**config.mk**
```make
export PLATFORM = sky130hd
export DESIGN_NAME = hardware_return_stack
export DESIGN_NICKNAME = d
export VERILOG_FILES = /design/src/hdl/return_stack_pkg.sv /design/src/hdl/hardware_return_stack.sv
export SDC_FILE = /design/constraint.sdc
export NUM_CORES = 1
export LEC_CHECK = 0
export BUFFER_PORTS_ARGS = -buffer_cell sky130_fd_sc_hd__buf_2
export CAP_MARGIN = 25
export CORE_MARGIN = 2
export CORE_UTILIZATION = 53
export CTS_BUF_LIST = sky130_fd_sc_hd__clkbuf_16
export DETAILED_ROUTE_END_ITERATION = 16
export PLACE_DENSITY_LB_ADDON = 0.1
export SLEW_MARGIN = 15
export SYNTH_ARGS = -nofsm -noshare
export SYNTH_HDL_FRONTEND = slang
export SYNTH_SLANG_ARGS = --single-unit
```
**constraint.sdc**
```tcl
create_clock -name pclk -period 3.9 [get_ports pclk]
set_input_delay 0.585 -clock pclk [delete_from_list [all_inputs] [get_ports pclk]]
set_output_delay 0.585 -clock pclk [all_outputs]
set_load 0.05 [all_outputs]
```
**src/hdl/return_stack_pkg.sv**
```systemverilog
package return_stack_pkg;

    // ------------------------------------------------------------
    // Geometry
    // ------------------------------------------------------------
    localparam int DEPTH = 16;
    localparam int PC_W = 15;
    localparam int SP_W = 5;
    localparam int IDX_W = 4;
    localparam int TOP_OF_STACK_LOW_W = 8;
    localparam int TOP_OF_STACK_HIGH_W = 7;
    localparam int EVT_W = 2;

    // ------------------------------------------------------------
    // Stack pointer values
    // ------------------------------------------------------------
    localparam logic [SP_W-1:0] SP_EMPTY = 5'h1F;
    localparam logic [SP_W-1:0] SP_TOP = 5'h0F;
    localparam logic [SP_W-1:0] SP_STEP = 5'h01;

    // ------------------------------------------------------------
    // Register map (byte addresses)
    // ------------------------------------------------------------
    localparam int ADDR_W = 12;
    localparam logic [ADDR_W-1:0] OFF_STACK_POINTER = 12'h000;
    localparam logic [ADDR_W-1:0] OFF_TOS_LOW = 12'h004;
    localparam logic [ADDR_W-1:0] OFF_TOS_HIGH = 12'h008;
    localparam logic [ADDR_W-1:0] OFF_EVENT_STATUS = 12'h00C;
    localparam logic [ADDR_W-1:0] OFF_EVENT_MASK = 12'h010;
    localparam logic [ADDR_W-1:0] OFF_STACK_STATE = 12'h014;

    // Event bit positions, shared by status and mask
    localparam int EVT_OVERFLOW = 0;
    localparam int EVT_UNDERFLOW = 1;

    // Stack state register bit positions
    localparam int ST_FAULT_RESET_EN = 0;
    localparam int ST_EMPTY = 1;
    localparam int ST_FULL = 2;

    localparam logic [EVT_W-1:0] EVT_RESET = 2'h0;
    localparam logic [31:0] DATA_ZERO = 32'h0000_0000;

    // ------------------------------------------------------------
    // Carriers
    // ------------------------------------------------------------
    typedef struct packed {
        logic push;
        logic pop;
        logic [PC_W-1:0] program_counter;
    } stack_cmd_s;

    typedef struct packed {
        logic valid;
        logic [PC_W-1:0] program_counter;
    } stack_ret_s;

    typedef struct packed {
        logic stack_overflow_flag;
        logic stack_underflow_flag;
        logic reset_request;
    } stack_fault_s;

endpackage

```
**src/hdl/hardware_return_stack.sv**
```systemverilog
// Functional notes
// - Sixteen entries of fifteen bits, apart from program and data space.
// - Calls, computed calls and interrupt vectoring push the program counter.
// - Return, return-with-literal and return-from-interrupt pop the stack.
// - Push and pop never change the program counter high latch.
// - With fault reset disabled, the stack wraps; push seventeen overwrites entry zero.
// - Overflow and underflow flags set regardless of fault reset enable.
// - Stack pointer is five bits wide to detect overflow and underflow.
// - Top-of-stack registers read and write the entry the pointer selects.
// - Push increments the pointer first, then writes the selected entry.
// - Pop reads the selected entry first, then decrements the pointer.
// - Empty is pointer 0x1F; first push selects entry zero.
// - With fault reset enabled, overflow or underflow requests a device reset.
//
// Implementation choices: the address map and the APB slave port.
`timescale 1ns/1ps
`default_nettype none

module hardware_return_stack
    import return_stack_pkg::*;
(
    input wire logic pclk,
    input wire logic presetn,
    // APB slave
    input wire logic psel,
    input wire logic penable,
    input wire logic pwrite,
    input wire logic [ADDR_W-1:0] paddr,
    input wire logic [31:0] pwdata,
    input wire logic [3:0] pstrb,
    output logic [31:0] prdata,
    output logic pready,
    output logic pslverr,
    // Sequencer side
    input wire stack_cmd_s stack_cmd,
    output stack_ret_s stack_ret,
    // Configuration word bit
    input wire logic stack_fault_reset_enable,
    // Towards reset-cause register and reset controller
    output stack_fault_s stack_fault,
    output logic irq
);

    // ------------------------------------------------------------
    // Storage and pointer
    // ------------------------------------------------------------
    logic [PC_W-1:0] entry_reg [DEPTH];
    logic [SP_W-1:0] stack_pointer_reg;
    logic [SP_W-1:0] stack_pointer_next;
    logic [IDX_W-1:0] cur_idx;
    logic [IDX_W-1:0] push_idx;
    logic push_op;
    logic pop_op;
    logic overflow_evt;
    logic underflow_evt;

    // Push wins when both arrive together
    assign push_op = stack_cmd.push;
    assign pop_op = stack_cmd.pop & ~stack_cmd.push;

    assign cur_idx = stack_pointer_reg[IDX_W-1:0];
    // Only the low four bits select an entry, so pointer 0x10 reuses entry 0
    assign push_idx = stack_pointer_next[IDX_W-1:0];

    assign overflow_evt = push_op & (stack_pointer_reg == SP_TOP);
    assign underflow_evt = pop_op & (stack_pointer_reg == SP_EMPTY);

    // ------------------------------------------------------------
    // APB decode
    // ------------------------------------------------------------
    logic apb_access;
    logic apb_hit;
    logic apb_write;
    logic apb_read;
    logic cpu_busy;
    logic wr_sp;
    logic wr_top_of_stack_low;
    logic wr_top_of_stack_high;
    logic wr_status;
    logic wr_mask;

    always_comb begin
        unique case (paddr)
            OFF_STACK_POINTER,
            OFF_TOS_LOW,
            OFF_TOS_HIGH,
            OFF_EVENT_STATUS,
            OFF_EVENT_MASK,
            OFF_STACK_STATE: apb_hit = 1'b1;
            default: apb_hit = 1'b0;
        endcase
    end

    // Stall software while the sequencer moves the stack, so neither is lost
    assign cpu_busy = push_op | pop_op;
    assign apb_access = psel & penable;
    assign pready = apb_access & ~cpu_busy;
    assign pslverr = pready & ~apb_hit;
    assign apb_write = pready & apb_hit & pwrite;
    assign apb_read = pready & apb_hit & ~pwrite;

    assign wr_sp = apb_write & (paddr == OFF_STACK_POINTER) & pstrb[0];
    assign wr_top_of_stack_low = apb_write & (paddr == OFF_TOS_LOW) & pstrb[0];
    assign wr_top_of_stack_high = apb_write & (paddr == OFF_TOS_HIGH) & pstrb[0];
    assign wr_status = apb_write & (paddr == OFF_EVENT_STATUS) & pstrb[0];
    assign wr_mask = apb_write & (paddr == OFF_EVENT_MASK) & pstrb[0];

    // ------------------------------------------------------------
    // Stack pointer
    // ------------------------------------------------------------
    always_comb begin
        stack_pointer_next = stack_pointer_reg;
        if (push_op) begin
            stack_pointer_next = stack_pointer_reg + SP_STEP;
        end else if (pop_op) begin
            stack_pointer_next = stack_pointer_reg - SP_STEP;
        end else if (wr_sp) begin
            stack_pointer_next = pwdata[SP_W-1:0];
        end
    end

    always_ff @(posedge pclk or negedge presetn) begin
        if (!presetn) begin
            stack_pointer_reg <= SP_EMPTY;
        end else begin
            stack_pointer_reg <= stack_pointer_next;
        end
    end

    // ------------------------------------------------------------
    // Entry storage
    // ------------------------------------------------------------
    genvar gi;
    generate
        for (gi = 0; gi < DEPTH; gi++) begin : g_entry
            logic push_here;
            logic top_of_stack_low_here;
            logic top_of_stack_high_here;

            assign push_here = push_op & (push_idx == IDX_W'(gi));
            assign top_of_stack_low_here = wr_top_of_stack_low & (cur_idx == IDX_W'(gi));
            assign top_of_stack_high_here = wr_top_of_stack_high & (cur_idx == IDX_W'(gi));

            always_ff @(posedge pclk or negedge presetn) begin
                if (!presetn) begin
                    entry_reg[gi] <= '0;
                end else if (push_here) begin
                    entry_reg[gi] <= stack_cmd.program_counter;
                end else if (top_of_stack_low_here) begin
                    entry_reg[gi][TOP_OF_STACK_LOW_W-1:0] <= pwdata[TOP_OF_STACK_LOW_W-1:0];
                end else if (top_of_stack_high_here) begin
                    entry_reg[gi][PC_W-1:TOP_OF_STACK_LOW_W] <= pwdata[TOP_OF_STACK_HIGH_W-1:0];
                end
            end
        end
    endgenerate

    // ------------------------------------------------------------
    // Return address towards the sequencer
    // ------------------------------------------------------------
    // Only the counter value is returned; the high latch has no path here
    always_ff @(posedge pclk or negedge presetn) begin
        if (!presetn) begin
            stack_ret <= '0;
        end else begin
            stack_ret.valid <= pop_op;
            if (pop_op) begin
                stack_ret.program_counter <= entry_reg[cur_idx];
            end
        end
    end

    // ------------------------------------------------------------
    // Fault signalling
    // ------------------------------------------------------------
    // Flags pulse into the external reset-cause register, which holds them
    always_ff @(posedge pclk or negedge presetn) begin
        if (!presetn) begin
            stack_fault <= '0;
        end else begin
            stack_fault.stack_overflow_flag <= overflow_evt;
            stack_fault.stack_underflow_flag <= underflow_evt;
            stack_fault.reset_request <= stack_fault_reset_enable
                & (overflow_evt | underflow_evt);
        end
    end

    // ------------------------------------------------------------
    // Interrupt status and mask
    // ------------------------------------------------------------
    logic [EVT_W-1:0] event_status_reg;
    logic [EVT_W-1:0] event_mask_reg;
    logic [EVT_W-1:0] event_set;

    assign event_set[EVT_OVERFLOW] = overflow_evt;
    assign event_set[EVT_UNDERFLOW] = underflow_evt;

    always_ff @(posedge pclk or negedge presetn) begin
        if (!presetn) begin
            event_status_reg <= EVT_RESET;
        end else if (wr_status) begin
            // A new event in the clearing cycle stays set
            event_status_reg <= (event_status_reg & ~pwdata[EVT_W-1:0]) | event_set;
        end else begin
            event_status_reg <= event_status_reg | event_set;
        end
    end

    always_ff @(posedge pclk or negedge presetn) begin
        if (!presetn) begin
            event_mask_reg <= EVT_RESET;
        end else if (wr_mask) begin
            event_mask_reg <= pwdata[EVT_W-1:0];
        end
    end

    always_ff @(posedge pclk or negedge presetn) begin
        if (!presetn) begin
            irq <= 1'b0;
        end else begin
            irq <= |(event_status_reg & event_mask_reg);
        end
    end

    // ------------------------------------------------------------
    // Read data
    // ------------------------------------------------------------
    logic [31:0] rdata_mux;
    logic [PC_W-1:0] tos_value;

    assign tos_value = entry_reg[cur_idx];

    always_comb begin
        rdata_mux = DATA_ZERO;
        unique case (paddr)
            OFF_STACK_POINTER: rdata_mux[SP_W-1:0] = stack_pointer_reg;
            OFF_TOS_LOW: rdata_mux[TOP_OF_STACK_LOW_W-1:0] = tos_value[TOP_OF_STACK_LOW_W-1:0];
            OFF_TOS_HIGH: rdata_mux[TOP_OF_STACK_HIGH_W-1:0] = tos_value[PC_W-1:TOP_OF_STACK_LOW_W];
            OFF_EVENT_STATUS: rdata_mux[EVT_W-1:0] = event_status_reg;
            OFF_EVENT_MASK: rdata_mux[EVT_W-1:0] = event_mask_reg;
            OFF_STACK_STATE: begin
                rdata_mux[ST_FAULT_RESET_EN] = stack_fault_reset_enable;
                rdata_mux[ST_EMPTY] = (stack_pointer_reg == SP_EMPTY);
                rdata_mux[ST_FULL] = (stack_pointer_reg == SP_TOP);
            end
            default: rdata_mux = DATA_ZERO;
        endcase
    end

    // Read data is captured at the setup edge and again at each stalled access edge
    always_ff @(posedge pclk or negedge presetn) begin
        if (!presetn) begin
            prdata <= DATA_ZERO;
        end else if (psel & ~pwrite & ~(penable & ~cpu_busy)) begin
            prdata <= rdata_mux;
        end else if (apb_read) begin
            prdata <= rdata_mux;
        end
    end

endmodule // hardware_return_stack

`default_nettype wire

```
==> results of run 1 <==
## cells by family (layout without fill, tap and decap cells)
kind of cell,Yosys count,in the layout,share of synthesized area (%)
other cells,1,24,0.0237
buf+inv,151,203,4.91
simple gates,323,323,11.2
compound gates,254,254,12.7
flops,277,277,43.9
mux,310,310,26.6
fa+ha+maj,7,7,0.554
xor+xnor,2,2,0.111
## metrics by stage
step           cells  hold WS, ns  instance area, sq um
2_1_floorplan   1348        0.289                 15900
3_3_place_gp    1734        0.452                 16600
4_1_cts         1790       0.0592                 17600
5_1_grt         1790       0.0818                 17600
6_report        1790       0.0223                 17600
3_5_place_dp    1734        0.452                 16600
## final cells by class
cell class                      count  area, sq um
Fill cell                        2496        11900
Multi-Input combinational cell    920         8200
Sequential cell                   277         6940
Timing Repair Buffer              136          898
Clock buffer                       31          776
Tap cell                          390          488
Clock inverter                     25          262
Inverter                           11         48.8
## power breakdown
part	switching (mW)	total, mW	internal, mW	leakage [nW]
Sequential	0.776	4.97	4.19	3.44
Clock	1.25	3.02	1.77	0.510
Combinational	2.97	5.67	2.70	3.93
Total	4.99	13.7	8.66	7.88
## worst max-delay path: stages, from the launching register on
cell     delay, ns
dfstp_2       0.78
inv_1         0.19
ha_1          0.26
xnor2_1       0.14
a22o_1        0.17
mux2i_2       0.14
a21oi_2       0.82
buf_4         0.35
a21oi_2       0.16
a221o_1       0.33
## cells in the final DEF, fill, tap and decap left out, types with 40 or more instances in the layout
| cell | instances |
|---|---|
| dfrtp_1 | 272 |
| mux2_2 | 180 |
| nand2_1 | 82 |
| buf_2 | 72 |
| nor2_1 | 70 |
| a221o_1 | 70 |
| and3_1 | 69 |
| mux4_2 | 67 |
| buf_4 | 59 |
| a21oi_1 | 40 |
## worst paths after layout
| check | startpoint | to | slack (ns) | cells after the start |
|---|---|---|---|---|
| max reg2reg | stack_pointer_reg[1]$_DFF_PN1_ | entry_reg[64]$_DFFE_PN0P_ | 0.42 | 9 |
| min | presetn | event_mask_reg[1]$_DFFE_PN0P_ | 0.02 | 1 |
| max in group asynchronous | presetn | stack_pointer_reg[3]$_DFF_PN1_ | 3.02 | 2 |
| min reg2reg | prdata[7]$_DFFE_PN0P_ | prdata[7]$_DFFE_PN0P_ | 0.46 | 2 |
| max | stack_pointer_reg[1]$_DFF_PN1_ | entry_reg[64]$_DFFE_PN0P_ | 0.42 | 9 |
| min in group pclk | stack_fault_reset_enable | stack_fault[0]$_DFF_PN0_ | 0.26 | 2 |
## per-layer routing
metal  wire (microns)  share of wire [%]  vias up  GRT usage [%]
met2            22200                 46      604           49.4
met1            20400                 42     6067           44.8
met3             4400                9.2       79           5.88
met4             1110                2.3        0           8.20
li1                 -                  -     5111              -
met5                0                  0        -           1.28
==> flow_summary.json, run 1 <==
{
  "grt_pass1_wl_microns": 73800,
  "cts_root_buf": "clkbuf_16",
  "yosysTopAreaCell": "dfrtp_1",
  "grt-ovfl-total": 0,
  "areaGrowthSynthToFinish_pct": 11.4,
  "synth_most_common_cell": "dfrtp_1",
  "yosys_warnings": 0,
  "fin_setup_tns_ns": 0,
  "rsz0062_at_grt": "false",
  "hold_path_class": "primary input to async pin",
  "insertion_delay_ns": 0.57,
  "antenna_found_initial": 1,
  "drc": 0,
  "cap_violations": 0,
  "antenna_cells": 0,
  "dieArea_sq_um": 31200,
  "crit_required_ns": 4.34,
  "drive_gt1_share_pct": 34.0,
  "ys_ff_latch": 277,
  "drtIter0Drc": 1179,
  "place_congestion": 0.903,
  "p_per_area_nw_per_um2": 775,
  "grt_usage_pct": 31.4,
  "timing.fmax_mhz": 287,
  "num_rows": 63,
  "initial_core_util_pct": 53.6,
  "io_buffers": 73,
  "setup_viol": 0,
  "routed_via_density": 6.63,
  "leakage_nw": 7.88,
  "avgSynthCellArea_sq_um": 11.9,
  "vias": 11861,
  "ys_types": 73,
  "post-cts-setup-buffers": 0,
  "netlist_instances": 1325,
  "grt_pass1_vias": 11718,
  "ys_seq_area_share_pct": 43.9,
  "cts_resized": 0,
  "final_util_pct": 59.7,
  "totalWireLength_microns": 48100,
  "synth_common_cells": "dfrtp_1, mux2_2, nand2_1",
  "fin_skew_ns": 0.0110,
  "irDropWorstVdd_mv": 0.367,
  "drtAntennaViolNets": 0,
  "ioPinCount": 125,
  "crit_fanout": 19,
  "largest_register_ffs": 240,
  "die_x_microns": 177,
  "slew_headroom_pct": 30.8,
  "status": "completed",
  "holdBufCountCts": 0,
  "hold_viol": 0,
  "slew_violations": 0,
  "endpoint_kind": "register",
  "crit_arrival_ns": 3.93,
  "hpwl_microns": 32400,
  "syn_area_sq_um": 15800,
  "ys_async_sr_fraction_pct": 100,
  "core-area_sq_um": 29500,
  "tritoncts": "done",
  "cts.sinks": 277,
  "synth_edf_count": 0,
  "post-place-ws_ns": 0.439,
  "cp-start-kind": "register",
  "ys.flop_type": "dfrtp_1",
  "cts_made_buffers": 31,
  "die_h_microns": 177,
  "period_share_pct": 89.3,
  "clk_pin_slew_ns": 0.07,
  "worstSetupPathType": "register to register",
  "worst_pin_slew_ns": 1.04,
  "cts.htree.levels": 1,
  "drt_first_pass_iters": 5,
  "grt_max_degree": 86,
  "ctsLongestPathBuffers": 3,
  "period_needed_ns": 3.48,
  "synth.top_cell.area_share_pct": 43.1,
  "setup_slack_ns": 0.416,
  "detail_route.wl_per_cell_microns": 26.8,
  "fin_nets": 1455,
  "total_power_mw": 13.7,
  "synthTopCellsByArea": "dfrtp_1, mux2_2, mux4_2, a221o_1, and3_1"
}
Power figures use the tool's default switching activity.
==> run 2: changes to the inputs <==
Settings changed: REMOVE_ABC_BUFFERS set to 1.
==> flow_summary.json, run 2 (synthesis results as in run 1) <==
{
  "io_buffers": 73,
  "period_share_pct": 90.1,
  "rsz0062_at_grt": "false",
  "totalWireLength_microns": 47700,
  "regArea_sq_um": 6940,
  "dp.cells": 1728,
  "path_cells": "inv_1 > ha_1 > xnor2_1 > a22o_1 > mux2_2 > nor3_4 > a21oi_1 > a221o_1",
  "hold_viol": 0,
  "slew_headroom_pct": 41.8,
  "antenna_cells": 0,
  "irDropWorstVdd_mv": 0.445,
  "post-cts-setup-buffers": 0,
  "cp-start-kind": "register",
  "largest_register_ffs": 240,
  "die_h_microns": 177,
  "p_per_area_nw_per_um2": 760,
  "cts_root_buf": "clkbuf_16",
  "multiInputGateArea_sq_um": 8200,
  "setup_viol": 0,
  "cts.htree.levels": 1,
  "hold_path_class": "primary input to async pin",
  "crit_required_ns": 4.35,
  "slew_violations": 0,
  "endpoint_kind": "register",
  "fin_skew_ns": 0.0123,
  "routed_via_density": 6.58,
  "grt_pass1_vias": 11362,
  "num_rows": 63,
  "period_needed_ns": 3.51,
  "setup_slack_ns": 0.386,
  "hpwl_microns": 31600,
  "ioPinCount": 125,
  "drt_first_pass_iters": 6,
  "fin_setup_tns_ns": 0,
  "final_cells": 1784,
  "grt_max_degree": 86,
  "stdcell_area_sq_um": 17400,
  "worst_pin_slew_ns": 0.871,
  "status": "completed",
  "cts_resized": 0,
  "layout_common_cells": "dfrtp_1, mux2_2, nand2_1",
  "die_x_microns": 177,
  "crit_fanout": 18,
  "drtIter0Drc": 1455,
  "timing.fmax_mhz": 285,
  "critical-path-max-stage-delay_ns": 0.82,
  "placed_area_sq_um": 16500,
  "crit_slowest_cell": "dfstp_4",
  "place_congestion": 0.911,
  "insertion_delay_ns": 0.57,
  "ctsLongestPathBuffers": 3,
  "fin_nets": 1449,
  "grt-ovfl-total": 0,
  "areaGrowthSynthToFinish_pct": 10.4,
  "holdBufCountCts": 0,
  "initial_core_util_pct": 53.6,
  "grt_usage_pct": 30.8,
  "dieArea_sq_um": 31200,
  "cts.sinks": 277,
  "tritoncts": "done",
  "cts_made_buffers": 31,
  "clk_pin_slew_ns": 0.06,
  "drc": 0,
  "drive_gt1_share_pct": 32.9,
  "vias": 11745,
  "grt_pass1_wl_microns": 71900,
  "antenna_found_initial": 1,
  "post-place-ws_ns": 0.344,
  "leakage_nw": 7.81,
  "detail_route.wl_per_cell_microns": 26.7,
  "drtAntennaViolNets": 0,
  "cap_violations": 0,
  "core-area_sq_um": 29500,
  "hold_slack_ns": 0.0320,
  "crit_arrival_ns": 3.96,
  "layout_commonest_cell": "dfrtp_1",
  "fillers": 2452,
  "worstSetupPathType": "register to register"
}
[run 2: area by class of cell]
class | count | share of cell area, %
clock buffers | 31 | 4.45
repair buffers | 130 | 4.89
inverters | 11 | 0.280
flip-flops and latches | 277 | 39.8
well taps | 390 | 2.80
clock inverters | 25 | 0.782
multi-input cells | 920 | 47.0
[run 2: worst paths after layout]
check                                                     from                    endpoint  slack, ns  cells past startpoint
worst max-delay path            stack_pointer_reg[0]$_DFF_PN1_   entry_reg[46]$_DFFE_PN0P_       0.39                      8
worst min-delay path                                   presetn   entry_reg[53]$_DFFE_PN0P_       0.03                      1
worst max register to register  stack_pointer_reg[0]$_DFF_PN1_   entry_reg[46]$_DFFE_PN0P_       0.39                      8
worst min register to register           prdata[7]$_DFFE_PN0P_       prdata[7]$_DFFE_PN0P_       0.46                      2
max in group asynchronous                              presetn  entry_reg[138]$_DFFE_PN0P_       3.01                      2
min in group pclk                     stack_fault_reset_enable    stack_fault[0]$_DFF_PN0_       0.27                      2
[run 2: where the power goes]
group	leakage, nW	total, mW	switching (mW)	internal (mW)
combinational	3.90	5.61	2.91	2.70
clock	0.472	2.68	1.19	1.49
sequential	3.44	4.97	0.782	4.19
[run 2: through the flow]
| stage | util, % | total power, mW |
|---|---|---|
| after detailed placement | 56.1 | 10.5 |
| after global routing | 59.2 | 13.9 |
| after floorplan | - | 8.62 |
| final | 59.2 | 13.3 |
| after CTS | 59.2 | 13.2 |
| after global placement | 56.1 | 10.4 |
[run 2: metal layers]
metal	vias up	share of wire (%)	global-route usage, %
met5	-	0.027	0
met1	5972	43	45.0
li1	5094	-	-
met2	572	44	45.8
met4	2	3.3	9.57
met3	105	9.2	6.96
[run 2: worst max-delay path, delay by kind of cell, from the launching register on]
kind | cells | cell delay, ns
compound gates | 3 | 0.98
xor+xnor | 1 | 0.14
fa+ha+maj | 1 | 0.29
buf+inv | 1 | 0.20
flops | 1 | 0.82
mux | 1 | 0.38
simple gates | 1 | 0.59
==> run 3: changes to the inputs <==
Settings changed: ABC_CLOCK_PERIOD_IN_PS set to 3900, RECOVER_POWER set to 100.
==> flow_summary.json, run 3 (synthesis results as in run 1) <==
{
  "post-cts-setup-buffers": 0,
  "p_switching_mw": 4.84,
  "initial_core_util_pct": 53.6,
  "cts_resized": 0,
  "path_cells": "inv_1 > ha_1 > xnor2_1 > a22o_1 > mux2_2 > nor4_1 > buf_4 > nor2_1 > a21o_1",
  "regArea_sq_um": 6940,
  "drc": 0,
  "worstSetupPathType": "register to register",
  "period_share_pct": 93.2,
  "violations": "capacitance limit, slew limit",
  "period_needed_ns": 3.63,
  "leakage_nw": 7.65,
  "crit_required_ns": 4.35,
  "layout_common_cells": "dfrtp_1, mux2_2, nand2_1",
  "num_rows": 63,
  "ioPinCount": 125,
  "cp-start-kind": "register",
  "routed_via_density": 6.60,
  "final_cells": 1784,
  "detail_route.wl_per_cell_microns": 26.8,
  "rrSetupSlack_ns": 0.27,
  "totalWireLength_microns": 47800,
  "endpoint_kind": "register",
  "critical-path-max-stage-delay_ns": 0.82,
  "drive_gt1_share_pct": 29.3,
  "holdBufCountCts": 0,
  "vias": 11775,
  "final_util_pct": 58.5,
  "place_congestion": 0.911,
  "crit_end": "entry_reg[1]$_DFFE_PN0P_",
  "grt_pass1_wl_microns": 71900,
  "drtAntennaViolNets": 0,
  "slew_violations": 83,
  "crit_fanout": 18,
  "dieArea_sq_um": 31200,
  "p_per_area_nw_per_um2": 762,
  "r2r_cells": 9,
  "grt_max_degree": 86,
  "layout_commonest_cell": "dfrtp_1",
  "areaGrowthSynthToFinish_pct": 9.14,
  "fillers": 2498,
  "grt_pass1_vias": 11362,
  "hold_viol": 0,
  "drtIter0Drc": 1428,
  "power_frac_comb_pct": 41.8,
  "multiInputGateArea_sq_um": 8100,
  "rr_endpoint": "entry_reg[1]$_DFFE_PN0P_",
  "hpwl_microns": 31600,
  "rsz0062_at_grt": "false",
  "crit_arrival_ns": 4.08,
  "antenna_cells": 0,
  "p_int_mw": 8.31,
  "insertion_delay_ns": 0.56,
  "total_power_mw": 13.2,
  "antenna_found_initial": 1,
  "r2r-start": "stack_pointer_reg[0]$_DFF_PN1_",
  "startpoint": "stack_pointer_reg[0]$_DFF_PN1_",
  "cts_root_buf": "clkbuf_16",
  "cts_made_buffers": 31,
  "die_x_microns": 177,
  "ctsLongestPathBuffers": 3,
  "grt-ovfl-total": 0,
  "fin_nets": 1449,
  "cap_violations": 1,
  "seqPwrFrac_pct": 37.8,
  "grt_usage_pct": 30.8,
  "io_buffers": 73,
  "cts.htree.levels": 1,
  "core-area_sq_um": 29500,
  "cts.sinks": 277,
  "p_clk_share_pct": 20.4,
  "clk_pin_slew_ns": 0.06,
  "die_h_microns": 177,
  "drt_first_pass_iters": 5,
  "slew_headroom_pct": -55.4,
  "tritoncts": "done",
  "worst_pin_slew_ns": 2.33,
  "switching_share_pct": 36.8,
  "crit_slowest_cell": "dfstp_4",
  "hold_path_class": "primary input to register",
  "dp.cells": 1728,
  "irDropWorstVdd_mv": 0.435,
  "status": "finished, violations left",
  "largest_register_ffs": 240,
  "timing.fmax_mhz": 275,
  "fin_skew_ns": 0.0113,
  "setup_viol": 0
}
==> run 3: changes by cell type in the layout (fill, tap and decap cells not counted), moves of 2 or more <==
cell / delta
nor3_4: -2
clkbuf_2: +4
a21oi_1: +2
nor3_1: +4
buf_2: -30
nor3_2: -2
nor4_4: -3
and2_1: -3
buf_4: -11
clkbuf_1: +38
and2_0: +3
nor4_1: +3
a21oi_2: -2
==> run 3: metrics by stage <==
step	area, sq um	setup WS (ns)	hold slack (ns)	setup TNS, ns
after floorplan	15200	-0.951	0.289	-85.30
after global placement	16500	0.347	0.452	0
after detailed placement	16500	0.344	0.454	0
after CTS	17400	0.440	0.0580	0
after global routing	17300	0.130	0.275	0
final	17300	0.265	0.273	0
==> run 3: worst min path at each step <==
stage,startpoint,to,cells past startpoint,slack (ns)
after floorplan,presetn,entry_reg[0]$_DFFE_PN0P_,0,0.29
after global placement,prdata[7]$_DFFE_PN0P_,prdata[7]$_DFFE_PN0P_,2,0.45
after detailed placement,prdata[7]$_DFFE_PN0P_,prdata[7]$_DFFE_PN0P_,2,0.45
after CTS,presetn,entry_reg[53]$_DFFE_PN0P_,1,0.06
after global routing,stack_fault_reset_enable,stack_fault[0]$_DFF_PN0_,2,0.27
final,stack_fault_reset_enable,stack_fault[0]$_DFF_PN0_,2,0.27
==> run 3: critical path: cells and delay by family, from the launching register on <==
family | cells | cell delay (ns)
and+or+nand+nor | 2 | 0.92
buffers and inverters | 2 | 0.52
adders and majority gates | 1 | 0.29
AOI/OAI and AO/OA | 2 | 0.47
muxes | 1 | 0.35
xor gates and xnor gates | 1 | 0.14
DFF | 1 | 0.82
==> run 3: power by group through the flow <==
stage	logic, mW	registers, mW	clock network [mW]
final	5.50	4.98	2.68
after global routing	5.84	5.12	2.84
after CTS	5.54	4.96	2.71
after detailed placement	5.53	5.00	0
after global placement	5.42	4.95	0
after floorplan	3.51	5.12	0
==> run 3: per-layer routing <==
metal,wire length [microns],vias to the layer above,track usage (%)
met4,1510,2,9.57
met1,20800,5991,45.0
li1,-,5110,-
met2,21000,571,45.8
met5,13,-,0
met3,4470,101,6.96
==> run 3: layout make-up <==
| class | instances | share of cell area, % |
|---|---|---|
| flip-flops and latches | 277 | 40.2 |
| clock buffers | 31 | 4.50 |
| inverters | 11 | 0.283 |
| multi-input cells | 920 | 46.9 |
| well taps | 390 | 2.83 |
| repair buffers | 130 | 4.45 |
| clock inverters | 25 | 0.790 |
